--- src/common/tccfg_pkg.sv ---
// constants shared by the touch controller register block and its result sequencer
// assumes one 250 MHz clock and a serial front end that delivers whole bytes
package tccfg_pkg;
    localparam int ADDR_W = 10;
    localparam int DATA_W = 16;
    localparam int NUM_STAGES = 12;
    // **********************************************
    // address map
    // **********************************************
    localparam logic [ADDR_W-1:0] ADDR_PWR_CONTROL = 10'h000;
    localparam logic [ADDR_W-1:0] ADDR_STAGE_CAL_EN = 10'h001;
    localparam logic [ADDR_W-1:0] ADDR_CTRL_LAST = 10'h007;
    localparam logic [ADDR_W-1:0] ADDR_INT_EN_A = 10'h005;
    localparam logic [ADDR_W-1:0] ADDR_INT_EN_B = 10'h006;
    localparam logic [ADDR_W-1:0] ADDR_INT_EN_C = 10'h007;
    localparam logic [ADDR_W-1:0] ADDR_INT_STAT_A = 10'h008;
    localparam logic [ADDR_W-1:0] ADDR_INT_STAT_B = 10'h009;
    localparam logic [ADDR_W-1:0] ADDR_INT_STAT_C = 10'h00a;
    localparam logic [ADDR_W-1:0] ADDR_CONV_DATA0 = 10'h00b;
    localparam logic [ADDR_W-1:0] ADDR_DEVICE_ID = 10'h017;
    localparam logic [ADDR_W-1:0] ADDR_BANK2_FIRST = 10'h080;
    localparam logic [ADDR_W-1:0] ADDR_BANK2_LAST = 10'h0df;
    localparam logic [ADDR_W-1:0] ADDR_BANK3_FIRST = 10'h0e0;
    localparam logic [ADDR_W-1:0] ADDR_LAST = 10'h0eb;
    localparam int BANK2_WORDS = 96;
    // **********************************************
    // fields and reset values
    // **********************************************
    localparam int PWR_MODE_LSB = 0;
    localparam int STAGE_NUM_LSB = 4;
    localparam int SW_RESET_BIT = 10;
    localparam int INT_POL_BIT = 11;
    localparam logic [1:0] MODE_FULL = 2'h0;
    localparam logic [1:0] MODE_LOW = 2'h2;
    localparam logic [DATA_W-1:0] REG_RESET = 16'h0000;
    localparam logic [DATA_W-1:0] DEVICE_ID = 16'h5a10; // arbitrary value
    typedef enum logic [1:0] {PH_ADDR_HI, PH_ADDR_LO, PH_DATA_HI, PH_DATA_LO} tccfg_phase_e;
endpackage : tccfg_pkg

--- src/common/tccfg_res_if.sv ---
// carrier between the register block and the result sequencer
// assumes both ends share clk_i
`timescale 1ns/1ps
`default_nettype none
interface tccfg_res_if;
    import tccfg_pkg::*;
    logic cfg_done;
    logic [1:0] power_mode;
    logic [3:0] stage_last;
    logic stage_done;
    logic [3:0] stage;
    logic [DATA_W-1:0] raw;
    logic above_avg;
    logic seq_done;
    logic [DATA_W-1:0] avg [NUM_STAGES];
    modport seq (input cfg_done, power_mode, stage_last,
                 output stage_done, stage, raw, above_avg, seq_done, avg);
    modport regs (output cfg_done, power_mode, stage_last,
                  input stage_done, stage, raw, above_avg, seq_done, avg);
endinterface : tccfg_res_if
`default_nettype wire

--- src/tccfg_seq.sv ---
// conversion result sequencer: filters per-stage results and marks sequence ends
// assumes conversion words arrive as single-cycle strobes in stage order
`timescale 1ns/1ps
`default_nettype none
module tccfg_seq
    import tccfg_pkg::*;
(
    // clock and reset
    input wire logic clk_i,
    input wire logic reset_n_i,
    input wire logic ce_i,
    // converter side
    input wire logic conv_valid_i,
    input wire logic [3:0] conv_stage_i,
    input wire logic [DATA_W-1:0] conv_data_i,
    // register block side
    tccfg_res_if.seq res
);
    logic [DATA_W-1:0] avg_r [NUM_STAGES];
    logic accept;
    logic [DATA_W-1:0] avg_nxt;

    // conversions are ignored until configured and while shut down
    assign accept = conv_valid_i && res.cfg_done && conv_stage_i <= res.stage_last
                    && (res.power_mode == MODE_FULL || res.power_mode == MODE_LOW);
    // half-step average: cheap, and slow enough to ride over a single noisy sample
    assign avg_nxt = DATA_W'(({1'b0, avg_r[conv_stage_i]} + {1'b0, conv_data_i}) >> 1);

    // **********************************************
    // per-stage filter memory
    // **********************************************
    always_ff @(posedge clk_i)
    begin
        if (!reset_n_i)
        begin
            for (int i = 0; i < NUM_STAGES; i++)
                avg_r[i] <= REG_RESET;
        end
        else if (ce_i && accept)
        begin
            avg_r[conv_stage_i] <= avg_nxt;
        end
    end

    // event strobes towards the register block
    always_ff @(posedge clk_i)
    begin
        if (!reset_n_i)
        begin
            res.stage_done <= 1'b0;
            res.seq_done <= 1'b0;
            res.stage <= 4'h0;
            res.raw <= REG_RESET;
            res.above_avg <= 1'b0;
        end
        else if (ce_i)
        begin
            res.stage_done <= accept;
            res.seq_done <= accept && conv_stage_i == res.stage_last;
            res.stage <= conv_stage_i;
            res.raw <= conv_data_i;
            res.above_avg <= conv_data_i > avg_r[conv_stage_i];
        end
    end

    always_comb
    begin
        for (int i = 0; i < NUM_STAGES; i++)
            res.avg[i] = avg_r[i];
    end
endmodule : tccfg_seq
`default_nettype wire

--- src/tccfg_top.sv ---
// register banks and byte-level register port of the touch controller
// assumes a serial front end delivering start, stop and whole bytes in the clock domain
`timescale 1ns/1ps
`default_nettype none
module tccfg_top
    import tccfg_pkg::*;
(
    // clock and reset
    input wire logic clk_i,
    input wire logic reset_n_i,
    input wire logic ce_i,
    // byte port from the serial front end
    input wire logic xfer_start_i,
    input wire logic xfer_stop_i,
    input wire logic wr_valid_i,
    input wire logic [7:0] wr_byte_i,
    input wire logic rd_req_i,
    output logic [7:0] rd_byte_o,
    output logic rd_valid_o,
    // converter results
    input wire logic conv_valid_i,
    input wire logic [3:0] conv_stage_i,
    input wire logic [DATA_W-1:0] conv_data_i,
    // status
    output logic int_o,
    output logic results_valid_o
);
    tccfg_res_if res ();

    tccfg_seq u_seq (
        .clk_i(clk_i),
        .reset_n_i(reset_n_i),
        .ce_i(ce_i),
        .conv_valid_i(conv_valid_i),
        .conv_stage_i(conv_stage_i),
        .conv_data_i(conv_data_i),
        .res(res)
    );

    // **********************************************
    // storage
    // **********************************************
    logic [DATA_W-1:0] ctrl_r [8];
    logic [DATA_W-1:0] stat_a_r, stat_b_r, stat_c_r;
    logic [DATA_W-1:0] conv_r [NUM_STAGES];
    logic [DATA_W-1:0] bank2_r [BANK2_WORDS];
    logic [DATA_W-1:0] bank3_r [NUM_STAGES];
    logic cfg_done_r;
    tccfg_phase_e phase_r;
    logic [1:0] addr_hi_r;
    logic [7:0] hold_r;
    logic [ADDR_W-1:0] ptr_r;
    logic past_end_r;
    logic rd_lo_r;

    logic word_wr, word_rd, sw_reset, advance;
    logic [DATA_W-1:0] wr_word, rd_word;
    logic [DATA_W-1:0] clr_a, clr_b, clr_c, set_a, set_b, set_c, stage_bit;

    // decoded word read, banks by range
    function automatic logic [DATA_W-1:0] read_word(input logic [ADDR_W-1:0] a);
        logic [DATA_W-1:0] w;
        w = REG_RESET;
        if (a <= ADDR_CTRL_LAST)
            w = ctrl_r[a[2:0]];
        else if (a == ADDR_INT_STAT_A)
            w = stat_a_r;
        else if (a == ADDR_INT_STAT_B)
            w = stat_b_r;
        else if (a == ADDR_INT_STAT_C)
            w = stat_c_r;
        else if (a >= ADDR_CONV_DATA0 && a < ADDR_CONV_DATA0 + 10'(NUM_STAGES))
            w = conv_r[4'(a - ADDR_CONV_DATA0)];
        else if (a == ADDR_DEVICE_ID)
            w = DEVICE_ID;
        else if (a >= ADDR_BANK2_FIRST && a <= ADDR_BANK2_LAST)
            w = bank2_r[7'(a - ADDR_BANK2_FIRST)];
        else if (a >= ADDR_BANK3_FIRST && a <= ADDR_LAST)
            w = bank3_r[4'(a - ADDR_BANK3_FIRST)];
        return w;
    endfunction : read_word

    // **********************************************
    // byte framing
    // **********************************************
    assign wr_word = {hold_r, wr_byte_i};
    assign word_wr = wr_valid_i && phase_r == PH_DATA_LO && !past_end_r;
    assign word_rd = rd_req_i && rd_lo_r;
    assign advance = word_wr || word_rd || (wr_valid_i && phase_r == PH_DATA_LO);
    assign rd_word = read_word(ptr_r);
    assign sw_reset = word_wr && ptr_r == ADDR_PWR_CONTROL && wr_word[SW_RESET_BIT];

    // write phase: two address bytes, then data pairs; a lone high byte dies at stop
    always_ff @(posedge clk_i)
    begin
        if (!reset_n_i)
            phase_r <= PH_ADDR_HI;
        else if (ce_i)
        begin
            if (xfer_start_i || xfer_stop_i)
                phase_r <= PH_ADDR_HI;
            else if (wr_valid_i)
            begin
                case (phase_r)
                    PH_ADDR_HI: phase_r <= PH_ADDR_LO;
                    PH_ADDR_LO: phase_r <= PH_DATA_HI;
                    PH_DATA_HI: phase_r <= PH_DATA_LO;
                    PH_DATA_LO: phase_r <= PH_DATA_HI;
                    default: phase_r <= PH_ADDR_HI;
                endcase
            end
        end
    end

    // address byte and data high byte holding
    always_ff @(posedge clk_i)
    begin
        if (!reset_n_i)
        begin
            addr_hi_r <= 2'h0;
            hold_r <= 8'h00;
        end
        else if (ce_i && wr_valid_i)
        begin
            if (phase_r == PH_ADDR_HI)
                addr_hi_r <= wr_byte_i[1:0];
            if (phase_r == PH_DATA_HI)
                hold_r <= wr_byte_i;
        end
    end

    // pointer: no wrap, sticks at the last word so reads repeat it and writes drop
    always_ff @(posedge clk_i)
    begin
        if (!reset_n_i)
        begin
            ptr_r <= 10'h000;
            past_end_r <= 1'b0;
        end
        else if (ce_i)
        begin
            if (xfer_stop_i)
            begin
                ptr_r <= 10'h000;
                past_end_r <= 1'b0;
            end
            else if (wr_valid_i && phase_r == PH_ADDR_LO)
            begin
                ptr_r <= {addr_hi_r, wr_byte_i};
                past_end_r <= {addr_hi_r, wr_byte_i} > ADDR_LAST;
            end
            else if (advance)
            begin
                if (ptr_r < ADDR_LAST)
                    ptr_r <= ptr_r + 10'h001;
                else
                    past_end_r <= 1'b1;
            end
        end
    end

    // read bytes: high then low, one answer per request
    always_ff @(posedge clk_i)
    begin
        if (!reset_n_i)
        begin
            rd_lo_r <= 1'b0;
            rd_byte_o <= 8'h00;
            rd_valid_o <= 1'b0;
        end
        else if (ce_i)
        begin
            rd_valid_o <= rd_req_i;
            if (xfer_start_i || xfer_stop_i)
                rd_lo_r <= 1'b0;
            else if (rd_req_i)
            begin
                rd_lo_r <= !rd_lo_r;
                rd_byte_o <= rd_lo_r ? rd_word[7:0] : rd_word[15:8];
            end
        end
    end

    // **********************************************
    // bank one control words
    // **********************************************
    // software reset restores defaults and leaves its own bit clear
    always_ff @(posedge clk_i)
    begin
        if (!reset_n_i || (ce_i && sw_reset))
        begin
            for (int i = 0; i < 8; i++)
                ctrl_r[i] <= REG_RESET;
        end
        else if (ce_i && word_wr && ptr_r <= ADDR_CTRL_LAST)
        begin
            ctrl_r[ptr_r[2:0]] <= wr_word;
        end
    end

    // **********************************************
    // interrupt status: set on events, cleared by reading the low byte
    // **********************************************
    assign stage_bit = DATA_W'(1) << res.stage;
    assign set_a = res.stage_done ? (stage_bit & ctrl_r[ADDR_INT_EN_A[2:0]]) : REG_RESET;
    assign set_b = (res.stage_done && res.above_avg) ? (stage_bit & ctrl_r[ADDR_INT_EN_B[2:0]]) : REG_RESET;
    assign set_c = res.seq_done ? (stage_bit & ctrl_r[ADDR_INT_EN_C[2:0]]) : REG_RESET;
    assign clr_a = (word_rd && ptr_r == ADDR_INT_STAT_A) ? 16'hffff : 16'h0000;
    assign clr_b = (word_rd && ptr_r == ADDR_INT_STAT_B) ? 16'hffff : 16'h0000;
    assign clr_c = (word_rd && ptr_r == ADDR_INT_STAT_C) ? 16'hffff : 16'h0000;

    // a new event in the clearing cycle survives the clear
    always_ff @(posedge clk_i)
    begin
        if (!reset_n_i || (ce_i && sw_reset))
        begin
            stat_a_r <= REG_RESET;
            stat_b_r <= REG_RESET;
            stat_c_r <= REG_RESET;
        end
        else if (ce_i)
        begin
            stat_a_r <= (stat_a_r & ~clr_a) | set_a;
            stat_b_r <= (stat_b_r & ~clr_b) | set_b;
            stat_c_r <= (stat_c_r & ~clr_c) | set_c;
        end
    end

    // pin level follows the programmed polarity; idle is the inactive level
    always_ff @(posedge clk_i)
    begin
        if (!reset_n_i)
            int_o <= 1'b1;
        else if (ce_i)
            int_o <= ctrl_r[0][INT_POL_BIT] == (|{stat_a_r, stat_b_r, stat_c_r});
    end

    // **********************************************
    // banks two and three
    // **********************************************
    // configuration bank has no reset: contents mean nothing until loaded
    always_ff @(posedge clk_i)
    begin
        if (ce_i && word_wr && ptr_r >= ADDR_BANK2_FIRST && ptr_r <= ADDR_BANK2_LAST)
            bank2_r[7'(ptr_r - ADDR_BANK2_FIRST)] <= wr_word;
    end

    // writing the final configuration word marks the bank as loaded
    always_ff @(posedge clk_i)
    begin
        if (!reset_n_i)
            cfg_done_r <= 1'b0;
        else if (ce_i && word_wr && ptr_r == ADDR_BANK2_LAST)
            cfg_done_r <= 1'b1;
    end

    always_ff @(posedge clk_i)
    begin
        if (!reset_n_i)
            results_valid_o <= 1'b0;
        else if (ce_i)
            results_valid_o <= cfg_done_r;
    end

    // raw words per stage, and the result bank copied whole at sequence end
    always_ff @(posedge clk_i)
    begin
        if (ce_i && res.stage_done)
            conv_r[res.stage] <= res.raw;
        if (ce_i && res.seq_done)
        begin
            for (int i = 0; i < NUM_STAGES; i++)
                bank3_r[i] <= res.avg[i];
        end
    end

    assign res.cfg_done = cfg_done_r;
    assign res.power_mode = ctrl_r[0][PWR_MODE_LSB +: 2];
    assign res.stage_last = ctrl_r[0][STAGE_NUM_LSB +: 4];
endmodule : tccfg_top
`default_nettype wire

--- config.mk ---
export PLATFORM = sky130hd
export DESIGN_NAME = tccfg_top
export DESIGN_NICKNAME = d
export VERILOG_FILES = /design/src/common/tccfg_pkg.sv /design/src/common/tccfg_res_if.sv /design/src/tccfg_seq.sv /design/src/tccfg_top.sv
export SDC_FILE = /design/constraint.sdc
export NUM_CORES = 2
export LEC_CHECK = 0
export ABC_AREA = 0
export BUFFER_PORTS_ARGS = -buffer_cell sky130_fd_sc_hd__buf_4
export CAP_MARGIN = 20
export CORE_MARGIN = 2
export CORE_UTILIZATION = 40
export CTS_BUF_LIST = sky130_fd_sc_hd__clkbuf_2
export DETAILED_ROUTE_END_ITERATION = 8
export MAX_ROUTING_LAYER = met4
export PLACE_DENSITY = 0.62
export SLEW_MARGIN = 15
export SYNTH_ARGS = -nofsm -noshare
export SYNTH_HDL_FRONTEND = slang
export SYNTH_HIERARCHICAL = 1
export SYNTH_SLANG_ARGS = --single-unit
--- constraint.sdc ---
create_clock -name clk_i -period 14.2 [get_ports clk_i]
set_input_delay 1.42 -clock clk_i [delete_from_list [all_inputs] [get_ports clk_i]]
set_output_delay 1.42 -clock clk_i [all_outputs]
set_load 0.01 [all_outputs]
==> metrics.md <==
| Metric | Value |
|---|---|
| Mapped Cells | `5185` |
| GR Overflow Total | `0` |
| Final Non-Filler Cells | `about 9400` |
| Max Freq | `between 150 and 200 MHz` |
| Crit path required time | `around 16 ns` |
| Worst-margin pin slew | `about 1.3 ns` |
| Post-DP HPWL | `about 170000 µm` |
| Power per Cell Area | `around 120 nW/µm²` |
| Area Overhead vs Synth | `11.0%` |
| Final worst slack | `about 8.7 ns` |
| Met3 Wirelength | `~27000 µm` |
| Failing checks | `DRC` |
| Met1 wire length | `around 110000 µm` |
| Vias in the first global route | `54600` |
| # placed instances | `8333` |
| Initial Utilization | `0.401` |
| Slew HR | `0.161` |
| Crit end category | `flop` |
| Tmin final | `about 5.5 ns` |
| Net Count, Synth | `5268` |
| Cell Chain, Critical Path | `buf_4 -> buf_4 -> buf_4 -> nor2b_2 -> buf_4 -> a22oi_1 -> a21oi_1 -> nor2_1 -> nor3_1 -> a211oi_1 -> o41ai_1` |
| Setup tns final | `0 ns` |
| Top sig layer | `met4` |
| # rows | `181` |
| Residual DRC count | `2` |
| Buffers added on ports | `46` |
| Synth Register Bits | `2418` |
| Metal2 WL | `about 130000 µm` |
| Yosys cell types | `between 90 and 100` |
| Gpl congestion | `0.926` |
| Hold Path Cell Cnt | `0` |
| Initial antenna violation count | `10` |
| Maximum vdd ir drop | `~0.000097 V` |
| Worst Hold Endpoint | `bank3_r[3][4]` |
| Arrival @ worst endpoint | `slightly above 7 ns` |
| Ys async rst share | `0` |
| Ys Warns | `6` |
| First-pass DRT Iterations | `9` |
| Worst hold path startpoint | `u_seq/avg_r[3][4]` |
| Fraction of layout cells with a size suffix above 1 | `0.310` |
| Final Power | `around 13 mW` |
| Final hold vios | `0` |
| Layout Nets | `5875` |
| Area leader, netlist | `edfxtp_1` |
| Wirelength per Cell | `between 20 and 30 µm` |
| Vias/cell | `between 5 and 6` |
| Max incr delay on CP | `about 0.77 ns` |
| Max-cap violation count | `0` |
| Synth Area per Inst | `about 19 µm²` |
| Tot GR Track Use | `0.228` |
| Status | `finished, violations left` |
| Critical-path top delay cell | `nor3_1` |
| CTS tree | `done` |
| Mapped cell area | `~100000 µm²` |
| Detailed-route via count | `~54000` |
| RSZ-0062 raised after global routing | `false` |
| Fin crit share | `0.391` |
| First-pass GRT wire length | `396000 µm` |
| Clock-pin slew on the worst setup and hold paths | `0.12 ns` |
| R2r worst-path depth | `11` |
| Clock root cell | `clkbuf_2` |
| CP max FO | `44` |
| Design area | `approximately 110000 µm²` |
| Leakage | `~33 nW` |
| R2r setup slk | `~8.7 ns` |
| Antenna Violating Nets Remaining | `0` |
| Clock sinks | `2418` |
| Clk_lat worst skew | `about 1.9 ns` |
| Die Y-Extent | `around 500 µm` |
| Critical path class | `reg2reg` |
| H-tree levels | `6` |
| Core ar. | `243000 µm²` |
| Ys flop type | `edfxtp_1` |
| Number of buffers created by CTS | `around 600` |
| Setup WS pre-CTS | `approximately 7.6 ns` |
| Crit-path most repeated cell | `buf_4` |
| Reg-to-Reg End | `rd_byte_o[0]` |
| Top cells by area, synth | `edfxtp_1 71%, mux4_2 14%, dfxtp_1 2.3%` |
| Post-Route WL | `roughly 280000 µm` |
| Final Setup Violations | `0` |
| Clock Tree Buf Depth | `4` |
| Worst hold path type | `reg2reg` |
| Cell Area, Placed | `roughly 100000 µm²` |
| Layout Utilization | `0.446` |
| Worst hold slack | `~0.38 ns` |
| Largest net degree at the start of global routing | `110` |
| Die Wd | `between 400 and 500 µm` |
| Initial drt markers | `between 6000 and 7000` |
| Top-area cell type share of the netlist area | `0.710` |
| Critical Path Source Type | `flop` |
| # IOs | `47` |
| Clk_skew | `roughly 0.13 ns` |
| DIE AREA | `248000 µm²` |
| Number of synthesized flops with an enable pin | `2304` |
| Slew Limit Fails | `0` |
| Sequential area share after synthesis | `0.734` |
| Count of cells resized by post-cts repair | `0` |
[flip-flops by register name, summed over array words and instances (netlist names), 2 cells and up, named ones only]
| name | cells |
|---|---|
| addr_hi_r | 2 |
| bank2_r | 1536 |
| bank3_r | 192 |
| conv_r | 192 |
| ctrl_r | 128 |
| hold_r | 8 |
| phase_r | 2 |
| ptr_r | 10 |
| rd_byte_o | 8 |
| stat_a_r | 16 |
| stat_b_r | 16 |
| stat_c_r | 16 |
| u_seq/avg_r | 256 |
| u_seq/res.raw | 16 |
| u_seq/res.stage | 4 |
[worst max-delay path by stage]
stage / cells after the start / end / startpoint / slack, ns
2_1_floorplan: 7 / stat_c_r[10] / ce_i / 5.68
3_3_place_gp: 9 / u_seq/avg_r[6][11] / conv_stage_i[1] / 7.66
3_5_place_dp: 9 / u_seq/avg_r[7][13] / conv_stage_i[1] / 7.60
4_1_cts: 11 / rd_byte_o[0] / flop / 8.77
5_1_grt: 11 / rd_byte_o[0] / flop / 8.57
6_report: 11 / rd_byte_o[0] / flop / 8.65
[cell families after synthesis]
kind of cell | after synthesis | synth area share
AOI/OAI and AO/OA | 456 | 0.0337
xor gates and xnor gates | 16 | 0.00152
adders and majority gates | 47 | 0.00611
buffers and inverters | 376 | 0.0180
DFF | 2418 | 0.734
muxes | 743 | 0.153
and+or+nand+nor | 1129 | 0.0547
[layer usage]
layer  GRT usage  vias to the layer above
met5           -                        -
met4      0.0818                        0
met3      0.0479                      524
met2       0.341                     3008
met1       0.311                    28300
li1            -                    22500
[cells in the final DEF, fill, tap and decap left out, types with 58 or more instances in the layout]
master	synthesis	layout
and2_1	138	137
nor2_2	18	59
nor2_1	429	388
mux2i_1	139	139
mux4_2	592	592
nand2_1	250	250
clkbuf_2	0	880
buf_4	36	246
dfxtp_1	114	100
nand3_1	58	58
edfxtp_1	2304	2304
a21oi_1	92	92
clkinv_1	2	121
o21ai_0	64	64
[power breakdown]
part / total (mW) / leakage (nW) / internal, mW / switching [mW]
clock network: 4.60 / 4.07 / 1.82 / 2.78
logic: 0.678 / 8.73 / 0.237 / 0.441
registers: 7.88 / 20.2 / 7.82 / 0.0629
total: 13.2 / 33.0 / 9.87 / 3.28
[synthesized netlist by cell type (all sizes together), types with 13 or more instances]
cell,count
o21ai,64
nand3,58
o221ai,13
buf,179
nor2b,60
a22oi,51
dfxtp,114
nor4,32
nor3,52
mux2i,139
a221oi,17
clkbuf,135
nor2,449
inv,60
and2,138
mux4,592
a21oi,94
o211ai,20
a2111oi,16
and3,15
or2,15
ha,46
nand2,251
a31oi,15
a32oi,43
edfxtp,2304
nand4,30
a211oi,21
[worst max-delay path: cells and delay by family, from the launching register on]
kind,cells,cell delay [ns]
flip-flops,1,0.69
AND/OR/NAND/NOR,3,1.28
buffers and inverters,4,2.28
AO/OA/AOI/OAI,4,1.01
[final cells by class]
class | instances | area (µm²)
fillers | 21300 | 135000
flip-flops and latches | 2418 | 71500
multi-input cells | 2391 | 24500
clock buffers | 879 | 4400
well taps | 3202 | 4010
repair buffers | 317 | 2670
clock inverters | 154 | 871
inverters | 62 | 239
diodes | 4 | 10.0
[timing repair]
item                       in CTS  in global routing
setup endpoints to repair       0                  0
hold buffers                   53                  0
hold endpoints to repair      388                  0
buffers inserted                0                  0
(Power assumes the default switching activity.)
